--- config.mk ---
export PLATFORM = sky130hd
export DESIGN_NAME = bus_ratio_voltage_state_ctl
export DESIGN_NICKNAME = d
export VERILOG_FILES = /design/src/hdl/bus_ratio_voltage_state_ctl.v /design/src/hdl/sg_timer.v
export VERILOG_INCLUDE_DIRS = /design/src /design/src/hdl
export SDC_FILE = /design/constraint.sdc
export NUM_CORES = 1
export LEC_CHECK = 0
export ABC_AREA = 1
export ABC_CLOCK_PERIOD_IN_PS = 5100
export BUFFER_PORTS_ARGS = -buffer_cell sky130_fd_sc_hd__buf_2
export CAP_MARGIN = 20
export CORE_MARGIN = 8
export CORE_UTILIZATION = 38
export CTS_BUF_LIST = sky130_fd_sc_hd__clkbuf_2
export DETAILED_ROUTE_END_ITERATION = 6
export HOLD_SLACK_MARGIN = 0.05
export PLACE_DENSITY = 0.64
export SLEW_MARGIN = 25
export SYNTH_ARGS = -nofsm -noshare
export SYNTH_HDL_FRONTEND = slang
export SYNTH_SLANG_ARGS = --single-unit
--- constraint.sdc ---
create_clock -name REF_CLK_I -period 5.1 [get_ports REF_CLK_I]
set_input_delay 0 -clock REF_CLK_I [delete_from_list [all_inputs] [get_ports REF_CLK_I]]
set_output_delay 0 -clock REF_CLK_I [all_outputs]
set_load 0.02 [all_outputs]
--- src/hdl/ratio_volt_defs.vh ---
// Constants for the bus-ratio and core-voltage state controller
`ifndef RATIO_VOLT_DEFS_VH
`define RATIO_VOLT_DEFS_VH

// Machine-specific register addresses
`define MSR_STATE_OBSERVE_ADDR 32'hC000_0087
`define MSR_POWER_MGMT_BASE_ADDR 32'hC000_0086

// Observability register field positions
`define OBS_STEP_LSB 0
`define OBS_STEP_MSB 3
`define OBS_L2_ABSENT_BIT 4
`define OBS_EFF_RATIO_LSB 5
`define OBS_EFF_RATIO_MSB 7
`define OBS_VCODE_LSB 8
`define OBS_VCODE_MSB 12
`define OBS_STRAP_RATIO_LSB 13
`define OBS_STRAP_RATIO_MSB 15

// Power management base register fields and reset value
`define PMB_EN_BIT 0
`define PMB_SPECIAL_CYCLE_BIT 1
`define PMB_IOBASE_LSB 4
`define PMB_IOBASE_MSB 15
`define PMB_RESET 16'h0000

// Ratio and voltage control word: byte offset in the 16-byte I/O block
`define CTL_WORD_OFFSET 4'h8
`define CTL_VOUT_LSB 0
`define CTL_VOUT_MSB 4
`define CTL_IRATIO_LSB 5
`define CTL_IRATIO_MSB 7
`define CTL_RMODE_LSB 8
`define CTL_RMODE_MSB 9
`define CTL_VCTL_BIT 10
`define CTL_CHG_MODE_BIT 11
`define CTL_TIMEOUT_LSB 12
`define CTL_TIMEOUT_MSB 31
`define CTL_RESET 12'h000

// Voltage code driven at reset
`define VCODE_RESET 5'h0A

// Stop-grant duration: bus clocks per timeout unit
`define SG_PRESCALE_CYCLES 4096

// Ratio codes
`define RATIO_2P0 3'h4
`define RATIO_3P0 3'h5
`define RATIO_6P0 3'h6
`define RATIO_3P5 3'h7
`define RATIO_4P5 3'h0
`define RATIO_5P0 3'h1
`define RATIO_4P0 3'h2
`define RATIO_5P5 3'h3

`endif

--- src/hdl/bus_ratio_voltage_state_ctl.v ---
// Core ratio, voltage code and timed stop-grant control with observability register
`include "ratio_volt_defs.vh"

module bus_ratio_voltage_state_ctl #(
    parameter SG_PRESCALE = `SG_PRESCALE_CYCLES,
    parameter [3:0] STEPPING_ID = 4'h1 // Arbitrary value
) (
    // Clock and reset
    input wire REF_CLK_I,
    input wire RST_I,
    // Straps and pins
    input wire [2:0] RATIO_STRAP_PINS_I,
    input wire FLUSH_N_I,
    // Model-specific register access
    input wire [31:0] MSR_ADDR_I,
    input wire MSR_RD_I,
    input wire MSR_WR_I,
    input wire [63:0] MSR_WDATA_I,
    output reg [63:0] MSR_RDATA_O,
    output reg MSR_ACK_O,
    output reg MSR_ERR_O,
    // I/O access to the power management block
    input wire [15:0] IO_ADDR_I,
    input wire [3:0] IO_BE_I,
    input wire IO_RD_I,
    input wire IO_WR_I,
    input wire [31:0] IO_WDATA_I,
    output wire IO_HIT_O,
    output reg [31:0] IO_RDATA_O,
    output reg IO_ACK_O,
    // Clock multiplier and regulator
    output reg [2:0] EFF_RATIO_O,
    output reg [3:0] CORE_MULT_X2_O,
    output reg [4:0] VOLTAGE_ID_OUTPUTS_O,
    // Stop-grant status
    output reg STOP_GRANT_O,
    output reg SNOOP_BLOCK_O,
    // Flush sampling
    output reg FLUSH_AT_RESET_O,
    output reg FLUSH_REQ_O,
    // Boundary scan
    input wire SCAN_MODE_I,
    input wire TCK_I,
    input wire TDI_I,
    output reg TDO_O
);

    localparam ST_IDLE = 1'b0;
    localparam ST_STOPGRANT = 1'b1;

    // Pin synchronisers
    reg [2:0] strap_meta_reg;
    reg [2:0] strap_sync_reg;
    reg flush_meta_reg;
    reg flush_sync_reg;
    reg flush_prev_reg;
    reg scan_meta_reg;
    reg scan_sync_reg;
    reg tck_meta_reg;
    reg tck_sync_reg;
    reg tck_prev_reg;
    reg tdi_meta_reg;
    reg tdi_sync_reg;

    // Reset edge tracking
    reg rst_prev_reg;
    wire rst_fall;

    // State registers
    reg [2:0] strap_ratio_reg;
    reg [2:0] eff_ratio_reg;
    reg [4:0] vcode_reg;
    reg [15:0] pmb_reg;
    reg [11:0] ctl_reg;
    reg state_reg;
    reg state_next;
    reg [7:0] scan_shift_reg;

    // Decode
    wire io_block_hit;
    wire ctl_sel;
    wire [31:0] ctl_merged;
    wire timeout_written;
    wire sg_enter;
    wire sg_running;
    wire sg_expire;
    wire msr_obs_sel;
    wire msr_pmb_sel;
    wire [63:0] obs_word;
    wire tck_rise;
    wire tck_fall;
    reg [3:0] mult_x2;

    assign rst_fall = rst_prev_reg && !RST_I;

    // Two-flop synchronisers on strap, flush and scan pins; RST_I gets one flop for edge tracking; no reset so straps track during reset
    always @(posedge REF_CLK_I) begin
        strap_meta_reg <= RATIO_STRAP_PINS_I;
        strap_sync_reg <= strap_meta_reg;
        flush_meta_reg <= FLUSH_N_I;
        flush_sync_reg <= flush_meta_reg;
        scan_meta_reg <= SCAN_MODE_I;
        scan_sync_reg <= scan_meta_reg;
        tck_meta_reg <= TCK_I;
        tck_sync_reg <= tck_meta_reg;
        tdi_meta_reg <= TDI_I;
        tdi_sync_reg <= tdi_meta_reg;
        rst_prev_reg <= RST_I;
    end

    // Strap capture on reset release; straps must be stable through reset
    always @(posedge REF_CLK_I) begin
        if (RST_I) begin
            strap_ratio_reg <= 3'h0;
        end else if (rst_fall) begin
            strap_ratio_reg <= strap_sync_reg;
        end
    end

    // Flush sampled once at release and then on every falling edge of FLUSH_N_I
    always @(posedge REF_CLK_I) begin
        if (RST_I) begin
            FLUSH_AT_RESET_O <= 1'b0;
            FLUSH_REQ_O <= 1'b0;
            flush_prev_reg <= 1'b1;
        end else begin
            flush_prev_reg <= flush_sync_reg;
            if (rst_fall) begin
                FLUSH_AT_RESET_O <= !flush_sync_reg;
                FLUSH_REQ_O <= 1'b0;
            end else begin
                FLUSH_REQ_O <= flush_prev_reg && !flush_sync_reg;
            end
        end
    end

    // I/O block decode: enabled base, 16-byte window, control word at offset 8
    assign io_block_hit = pmb_reg[`PMB_EN_BIT] &&
        (IO_ADDR_I[15:4] == pmb_reg[`PMB_IOBASE_MSB:`PMB_IOBASE_LSB]);
    assign IO_HIT_O = io_block_hit && (IO_RD_I || IO_WR_I);
    assign ctl_sel = io_block_hit && (IO_ADDR_I[3:0] == `CTL_WORD_OFFSET);

    // Byte-lane merge; timeout field is write-only so its old value is zero
    assign ctl_merged[7:0] = IO_BE_I[0] ? IO_WDATA_I[7:0] : ctl_reg[7:0];
    assign ctl_merged[11:8] = IO_BE_I[1] ? IO_WDATA_I[11:8] : ctl_reg[11:8];
    assign ctl_merged[15:12] = IO_BE_I[1] ? IO_WDATA_I[15:12] : 4'h0;
    assign ctl_merged[23:16] = IO_BE_I[2] ? IO_WDATA_I[23:16] : 8'h00;
    assign ctl_merged[31:24] = IO_BE_I[3] ? IO_WDATA_I[31:24] : 8'h00;

    // Non-zero timeout starts the state; change mode 1 is reserved and refused
    assign timeout_written = ctl_merged[`CTL_TIMEOUT_MSB:`CTL_TIMEOUT_LSB] != 20'h0_0000;
    assign sg_enter = IO_WR_I && ctl_sel && timeout_written &&
        !ctl_merged[`CTL_CHG_MODE_BIT] && (state_reg == ST_IDLE);

    // Base register and control word writes
    always @(posedge REF_CLK_I) begin
        if (RST_I) begin
            pmb_reg <= `PMB_RESET;
            ctl_reg <= `CTL_RESET | {7'h00, `VCODE_RESET};
        end else begin
            if (MSR_WR_I && msr_pmb_sel) begin
                pmb_reg <= MSR_WDATA_I[15:0] & 16'hFFF3;
            end
            if (IO_WR_I && ctl_sel) begin
                ctl_reg <= ctl_merged[11:0];
            end
        end
    end

    // Stop-grant duration timer
    sg_timer #(
        .PRESCALE(SG_PRESCALE),
        .CNT_W(20),
        .PRE_W(13)
    ) u_sg_timer (
        .clk(REF_CLK_I),
        .rst(RST_I),
        .load(sg_enter),
        .count(ctl_merged[`CTL_TIMEOUT_MSB:`CTL_TIMEOUT_LSB]),
        .running(sg_running),
        .expire(sg_expire)
    );

    // Stop-grant state machine
    always @* begin
        state_next = state_reg;
        case (state_reg)
            ST_IDLE: begin
                if (sg_enter) begin
                    state_next = ST_STOPGRANT;
                end
            end
            ST_STOPGRANT: begin
                if (sg_expire) begin
                    state_next = ST_IDLE;
                end
            end
            default: begin
                state_next = ST_IDLE;
            end
        endcase
    end

    always @(posedge REF_CLK_I) begin
        if (RST_I) begin
            state_reg <= ST_IDLE;
        end else begin
            state_reg <= state_next;
        end
    end

    // Ratio and voltage update: straps at release, programmed values on entry
    always @(posedge REF_CLK_I) begin
        if (RST_I) begin
            eff_ratio_reg <= 3'h0;
            vcode_reg <= `VCODE_RESET;
        end else if (rst_fall) begin
            eff_ratio_reg <= strap_sync_reg;
        end else if (sg_enter) begin
            if (ctl_merged[`CTL_VCTL_BIT]) begin
                vcode_reg <= ctl_merged[`CTL_VOUT_MSB:`CTL_VOUT_LSB];
            end
            if (ctl_merged[`CTL_RMODE_MSB]) begin
                eff_ratio_reg <= ctl_merged[`CTL_IRATIO_MSB:`CTL_IRATIO_LSB];
            end
        end
    end

    // Ratio code to twice the multiplier, so half ratios stay integral
    always @* begin
        case (eff_ratio_reg)
            `RATIO_2P0: mult_x2 = 4'h4;
            `RATIO_3P0: mult_x2 = 4'h6;
            `RATIO_6P0: mult_x2 = 4'hC;
            `RATIO_3P5: mult_x2 = 4'h7;
            `RATIO_4P5: mult_x2 = 4'h9;
            `RATIO_5P0: mult_x2 = 4'hA;
            `RATIO_4P0: mult_x2 = 4'h8;
            `RATIO_5P5: mult_x2 = 4'hB;
            default: mult_x2 = 4'h9;
        endcase
    end

    // Multiplier, regulator and status outputs all registered
    always @(posedge REF_CLK_I) begin
        if (RST_I) begin
            EFF_RATIO_O <= 3'h0;
            CORE_MULT_X2_O <= 4'h9;
            VOLTAGE_ID_OUTPUTS_O <= `VCODE_RESET;
            STOP_GRANT_O <= 1'b0;
            SNOOP_BLOCK_O <= 1'b0;
        end else begin
            EFF_RATIO_O <= eff_ratio_reg;
            CORE_MULT_X2_O <= mult_x2;
            VOLTAGE_ID_OUTPUTS_O <= vcode_reg;
            STOP_GRANT_O <= (state_next == ST_STOPGRANT);
            // Snoops are not served while stopped; system must hold them off
            SNOOP_BLOCK_O <= (state_next == ST_STOPGRANT);
        end
    end

    // Observability word; voltage field fixed at reset value
    assign obs_word = {48'h0000_0000_0000,
        strap_ratio_reg,
        `VCODE_RESET,
        eff_ratio_reg,
        1'b0,
        STEPPING_ID};

    assign msr_obs_sel = (MSR_ADDR_I == `MSR_STATE_OBSERVE_ADDR);
    assign msr_pmb_sel = (MSR_ADDR_I == `MSR_POWER_MGMT_BASE_ADDR);

    // Register reads: answer one clock after the strobe, error on unknown address
    always @(posedge REF_CLK_I) begin
        if (RST_I) begin
            MSR_RDATA_O <= 64'h0000_0000_0000_0000;
            MSR_ACK_O <= 1'b0;
            MSR_ERR_O <= 1'b0;
        end else begin
            MSR_ACK_O <= MSR_RD_I || MSR_WR_I;
            MSR_ERR_O <= (MSR_RD_I || MSR_WR_I) && !msr_obs_sel && !msr_pmb_sel;
            if (MSR_RD_I && msr_obs_sel) begin
                MSR_RDATA_O <= obs_word;
            end else if (MSR_RD_I && msr_pmb_sel) begin
                MSR_RDATA_O <= {48'h0000_0000_0000, pmb_reg};
            end else if (MSR_RD_I) begin
                MSR_RDATA_O <= 64'h0000_0000_0000_0000;
            end
        end
    end

    // I/O reads of the block; timeout field reads as zero
    always @(posedge REF_CLK_I) begin
        if (RST_I) begin
            IO_RDATA_O <= 32'h0000_0000;
            IO_ACK_O <= 1'b0;
        end else begin
            IO_ACK_O <= io_block_hit && (IO_RD_I || IO_WR_I);
            if (IO_RD_I && ctl_sel) begin
                IO_RDATA_O <= {20'h0_0000, ctl_reg};
            end else if (IO_RD_I && io_block_hit) begin
                IO_RDATA_O <= 32'h0000_0000;
            end
        end
    end

    // Test clock edges seen after synchronising; test clock must be well below bus clock
    assign tck_rise = !tck_prev_reg && tck_sync_reg;
    assign tck_fall = tck_prev_reg && !tck_sync_reg;

    // Scan cell over ratio and voltage outputs
    always @(posedge REF_CLK_I) begin
        if (RST_I) begin
            tck_prev_reg <= 1'b0;
            scan_shift_reg <= 8'h00;
            TDO_O <= 1'b0;
        end else begin
            tck_prev_reg <= tck_sync_reg;
            if (!scan_sync_reg) begin
                scan_shift_reg <= {eff_ratio_reg, vcode_reg};
            end else if (tck_rise) begin
                scan_shift_reg <= {tdi_sync_reg, scan_shift_reg[7:1]};
            end
            if (scan_sync_reg && tck_fall) begin
                TDO_O <= scan_shift_reg[0];
            end
        end
    end

endmodule

--- src/hdl/sg_timer.v ---
// Stop-grant timeout counter: count times prescale bus clocks
`include "ratio_volt_defs.vh"

module sg_timer #(
    parameter PRESCALE = `SG_PRESCALE_CYCLES,
    parameter CNT_W = 20,
    parameter PRE_W = 13
) (
    input wire clk,
    input wire rst,
    input wire load,
    input wire [CNT_W-1:0] count,
    output reg running,
    output reg expire
);

    localparam [31:0] PRE_LAST_FULL = PRESCALE - 1;
    localparam [PRE_W-1:0] PRE_LAST = PRE_LAST_FULL[PRE_W-1:0];

    reg [CNT_W-1:0] units_reg;
    reg [PRE_W-1:0] pre_reg;

    // Units decrement on each prescale wrap; last wrap of last unit ends the span
    always @(posedge clk) begin
        if (rst) begin
            units_reg <= {CNT_W{1'b0}};
            pre_reg <= {PRE_W{1'b0}};
            running <= 1'b0;
        end else begin
            if (load && !running && count != {CNT_W{1'b0}}) begin
                units_reg <= count;
                pre_reg <= {PRE_W{1'b0}};
                running <= 1'b1;
            end else if (running) begin
                if (pre_reg == PRE_LAST) begin
                    pre_reg <= {PRE_W{1'b0}};
                    units_reg <= units_reg - 1'b1;
                    if (units_reg == {{(CNT_W-1){1'b0}}, 1'b1}) begin
                        running <= 1'b0;
                    end
                end else begin
                    pre_reg <= pre_reg + 1'b1;
                end
            end
        end
    end

    // Expiry flagged in the last counted clock; a registered flag would add one clock
    always @* begin
        expire = running && (pre_reg == PRE_LAST) && (units_reg == {{(CNT_W-1){1'b0}}, 1'b1});
    end

endmodule

Word level (Yosys, flattened, before mapping)

Memories as Yosys holds them, arrays and structs flattened. A register that Yosys moved wholly into a read port is not among the register bits.
Index checks and enable logic that the tools add are counted.

Register bits after elaboration: 139
Output and inout bits: 117
Word-level logic and storage cells: 121
Input bits: 161
Memories kept: 1
Memory bits (read-only): 32

Memory list:

| memory           | words | bits a word | read ports | clocked after memory_dff | write ports | RTL line                          | RTL |
|---|---|---|---|---|---|---|---|
| (name not given) | 8     | 4           | 1          | 1                        | 0           | bus_ratio_voltage_state_ctl.v:231 | `case (eff_ratio_reg)` |

Reductions and logical operators: 48
Muxes and demuxes: 26
Bitwise logic cells: 2
Add/subtract/negate cells: 2
Eq/ne operators: 7

Operator list:

| operator                | count |
|---|---|
| $eq A32 B32 Y1 const B  | 2 |
| $mux W20                | 3 |
| $mux W16                | 3 |
| $mux W8                 | 5 |
| $mux W12                | 2 |
| $logic_and A1 B1 Y1     | 23 |
| $eq A20 B1 Y1 const B   | 1 |
| $reduce_bool A20 Y1     | 1 |
| $sub A20 B1 Y20 const B | 1 |
| $add A13 B1 Y13 const B | 1 |
| $eq A13 B12 Y1 const B  | 1 |
| $mux W13                | 1 |
| $eq A12 B12 Y1          | 1 |
| $reduce_bool A2 Y1      | 6 |
| $mux W3                 | 3 |
| $logic_not A1 Y1        | 8 |
| $mux W4                 | 2 |
| $mux W1                 | 6 |
| $reduce_and A2 Y1       | 3 |
| $reduce_or A2 Y1        | 3 |
| $eq A4 B4 Y1 const B    | 1 |
| $reduce_and A3 Y1       | 1 |
| $reduce_bool A3 Y1      | 1 |
| $logic_or A1 B1 Y1      | 2 |
| 3 further kinds         | 4 |

Depth between registers and ports, before layout

Depth after elaboration: 11
Depth in mapped cells: 14
Mapped depth without buffers: 13

Hierarchy

Synthesis repeated with hierarchy kept, for this count alone.

Cell total of the unflattened synthesis: 1087
Area total of the unflattened synthesis: 7504.7 sq um

Modules (own cells, without submodules):

| module                      | times used | sequential area each (sq um) | area an instance (sq um) | cells an instance |
|---|---|---|---|---|
| bus_ratio_voltage_state_ctl | 1          | 2102.0                       | 5163.7                   | 714 |
| sg_timer                    | 1          | 680.7                        | 2341.0                   | 373 |

Least setup slack after synthesis

No wires, ideal clock.

Kind: register to register
Start point: register u_sg_timer.units_reg[0]
End point: register u_sg_timer.units_reg[18]
Path slack: 3.488 ns
Arrival: 1.484 ns
Required time: 4.972 ns
Setup time: 0.128 ns
Stages on the path, launching flop included: 12
Period minus slack after synthesis: 1.612 ns
Path buffers: 0
Path through: dfxtp_1 -> inv_1 -> ha_1 -> nand3_1 -> nor2_1 -> nand2_1 -> nor3_1 -> xor2_1 -> nand2_1 -> nand2_1 -> nor2_1 -> nor2_1

Cells in the longest elaborated chain, start to end: 4

Ends and longest elaborated chain:

| item                     | RTL line      | RTL |
|---|---|---|
| start: declaration       | sg_timer.v:20 | `reg [CNT_W-1:0] units_reg;` |
| start signal: assignment | sg_timer.v:26 | `units_reg <= {CNT_W{1'b0}};` |
| start signal: assignment | sg_timer.v:31 | `units_reg <= count;` |
| start signal: assignment | sg_timer.v:37 | `units_reg <= units_reg - 1'b1;` |
| $sub A20 B1 Y20          | sg_timer.v:37 |  |
| $mux W20                 | sg_timer.v:35 | `if (pre_reg == PRE_LAST) begin` |
| $mux W20                 | sg_timer.v:34 | `end else if (running) begin` |
| $mux W20                 | sg_timer.v:30 | `if (load && !running && count != {CNT_W{1'b0}}) begin` |

No other way between the ends. The select of a mux whose other input is x is not followed.
A chain may end at the register's enable or synchronous reset.

Worst setup path in the final report

Start point: register pmb_reg[12]
End point: register u_sg_timer.units_reg[16]

Cells in the longest elaborated chain, start to end: 11
Elaborated cells on any way between the ends: 13
Classes of those cells: 1 x eq/ne; 1 x mux; 11 x reduce/logical

Ends and longest elaborated chain:

| item                                | RTL line                          | RTL |
|---|---|---|
| start: declaration                  | bus_ratio_voltage_state_ctl.v:73  | `reg [15:0] pmb_reg;` |
| start signal: assignment            | bus_ratio_voltage_state_ctl.v:158 | `` pmb_reg <= `PMB_RESET; `` |
| start signal: assignment            | bus_ratio_voltage_state_ctl.v:162 | `pmb_reg <= MSR_WDATA_I[15:0] & 16'hFFF3;` |
| $eq A12 B12 Y1 *                    | bus_ratio_voltage_state_ctl.v:139 | `` (IO_ADDR_I[15:4] == pmb_reg[`PMB_IOBASE_MSB:`PMB_IOBASE_LSB]); `` |
| $logic_and A1 B1 Y1 *               | bus_ratio_voltage_state_ctl.v:138 | `` assign io_block_hit = pmb_reg[`PMB_EN_BIT] && `` |
| $logic_and A1 B1 Y1 *               | bus_ratio_voltage_state_ctl.v:141 | `` assign ctl_sel = io_block_hit && (IO_ADDR_I[3:0] == `CTL_WORD_OFFSET); `` |
| $logic_and A1 B1 Y1 * (4 in series) | bus_ratio_voltage_state_ctl.v:152 | `assign sg_enter = IO_WR_I && ctl_sel && timeout_written &&` |
| $logic_and A1 B1 Y1 * (2 in series) | sg_timer.v:30                     |  |
| $reduce_bool A2 Y1 (no source line) | n/a                               |  |
| $reduce_and A2 Y1 (no source line)  | n/a                               |  |

Every way passes the cells marked *; elsewhere a longest branch is shown, timed or not.

==> reports/results.ini <==
[status]
status = finished, final reports clean

[worst_setup_path]
path_cells = inv_1 > nand2_1 > nand2_1 > nand3b_1 > dlygate4sd3_1 > nor2_1 > dlygate4sd3_1 > nand3_2 > dlygate4sd3_1 > nor2_4 > nand3_4 > a21oi_1 > dlygate4sd3_1 > o21ai_1 > dlygate4sd3_1
path_class = flop to flop
critPathArrivalTime_ps = 5410
r2r_cells = 15
setup.worst_path.end_class = flop
critPathSlowestCell = dlygate4sd3_1
cp_max_fo = 22
startpoint_type = flop
cp_slowest_stage_delay_ps = 600
cpMostUsedCell = dlygate4sd3_1
required_ps = 5720

[yosys]
synth_seq_cells = 139
ys.flop_type = dfxtp_1
syn_inst = 1039
synth_area_sq_um = 7141
synth_top_area_cell = dfxtp_1
synth_edf_count = 0
synth.distinct_cells = 42
yosysSeqAreaShare_pct = 38.97
yosys-top-cells-area = dfxtp_1 (39%), nand2_1 (14%), buf_4 (8.0%)
synth_async_sr_flop_share_pct = 0
syn_area_per_cell_sq_um = 6.873
synth_top_cell_area_share_pct = 38.97
synth_warnings = 0

[drt]
dr.pass1.iters = 7
drt_iter0_drc = 567
drcViolationCount = 0
drt-total-wl_mm = 21.99
vias = 7418
wire_per_inst_um = 13.61
drtAntennaViolNets = 0
viasPerCell = 4.590

[die]
io_pins = 278
chipWidth_um = 153.1
die_h_um = 153.1
rows = 50
core_area_sq_um = 18580
die_area_sq_um = 23430
initial_utilization_pct = 38.43

[clocking]
cts_buffer_depth = 2
cts-root-buf = clkbuf_2
clock-sinks = 139
clock_latency_ps = 720
htreeDepth = 4
cts_setup_buffers = 0
cts_buffers = 17
cts_tree = yes
clk_pin_slew_ps = 200

[global_route]
antenna_found_initial = 1
track_usage_pct = 18.23
grt_overflow = 0
grt_pass1_wl_mm = 35.44
grt_max_degree = 43
grt_pass1_vias = 7278

[timing]
fin_crit_sh_pct = 94.01
setup-violations-final = 0
min_period_ps = 4795
fin_ws_ps = 305.4
fmax_mhz = 208.6
finalClockSkew_ps = 42.68
tightest_slew_ps = 766.0
report.final.slew_viol_count = 0
whs_ps = 173.3
rsz0062_at_grt = no
fin_setup_tns_ps = 0
slew_headroom_pct = 48.74
hold_viol = 0

[place]
post_dp_cell_area_sq_um = 7762
numPortBuffers = 157
dpl.hpwl_mm = 15.12
place_congestion = 0.9228
pre_cts_slack_ps = 2627
place_inst = 1395

[layout]
drive_gt1_share_pct = 15.64
finalInstanceArea_sq_um = 9873
syn_to_final_growth_pct = 38.27
layout_common_cells = nand2_1 (263), dlygate4sd3_1 (188), buf_2 (157)
final_nets = 1534
final_cell_count_no_fill = 1616
fin_util_pct = 53.14
largest_register_ff_count = 20
layout_commonest_cell = nand2_1

[power_and_ir_drop]
p_total_mw = 2.019
ir_drop_v = 0.0001268
power_density_nw_per_um2 = 204.5
pwr-share-clk_pct = 30.3
leakagePower_nw = 4.777
switching_power_mw = 0.5996
combinationalPowerShare_pct = 14.4
swShare_pct = 29.69
intPower_mw = 1.420
seqPwrFrac_pct = 55.3

[job]
drv_cap = 0

[min_path]
hp-class = primary input to flop
whs_path_depth = 4

critical path, delay by kind of cell, from the launching register on:
family          cells  cell delay [ps]
simple gates        7             1050
buf+inv             6             2950
compound gates      2              280
flops               1              410
Yosys cell counts (4+ instances only):
cell type,instances
nand2_1,263
dfxtp_1,139
inv_1,126
nor2_1,114
buf_4,76
o21ai_0,64
a21oi_1,55
nand3_1,45
nand4_1,24
clkbuf_1,14
nor3_1,12
o21ai_1,12
a31oi_1,10
xor2_1,10
buf_2,8
or2_2,7
buf_6,5
ha_1,5
o211ai_1,5
a211oi_1,4
nand2_2,4
nor4_1,4
xnor2_1,4
area by class of cell:
cell class                 instances  area (sq um)
antenna                            1         2.502
fill                            1774          8707
multi-input combinational        736          3422
sequential                       139          2783
tap                              234         292.8
timing repair buffer             347          2683
inverter                         127         476.7
clock inverter                    13         118.9
clock buffer                      19         95.09
power by group through the flow:
stage,logic [mW],clock network (mW),registers (mW)
floorplan,0.168,0,1.14
detailed placement,0.205,0,1.14
global route,0.317,0.687,1.12
finish,0.291,0.611,1.12
CTS,0.285,0.643,1.12
global placement,0.203,0,1.14
logic make-up (layout without fill, tap and decap cells):
logic type | Yosys count | in the layout | synth area share [%]
compound gates | 156 | 156 | 11.67
xor+xnor | 14 | 14 | 1.717
fa+ha+maj | 5 | 5 | 0.8761
buf+inv | 233 | 506 | 16.91
flops | 139 | 139 | 38.97
other cells | 1 | 71 | 0.05252
simple gates | 491 | 491 | 29.81
worst paths after layout:
path / start / to / slack [ps]
max: pmb_reg[12] / u_sg_timer.units_reg[16] / 310
min: MSR_WR_I / pmb_reg[1] / 170
max reg2reg: pmb_reg[12] / u_sg_timer.units_reg[16] / 310
min reg2reg: tck_meta_reg / tck_sync_reg / 350
layer usage:
layer,global-route usage [%],vias to the layer above,share of wire (%)
li1,-,3814,-
met1,20.72,3341,42
met2,32.30,240,49
met3,5.103,23,6.8
met4,6.032,0,1.8
met5,0,-,0
what timing repair did:
item | 4_1_cts | 5_1_grt
endpoints found under the setup margin | 0 | 5
gates resized for setup | 0 | 2
hold buffers | 188 | 0
hold endpoints to repair | 115 | 0
Note: power is estimated with default switching activity, not from simulation.
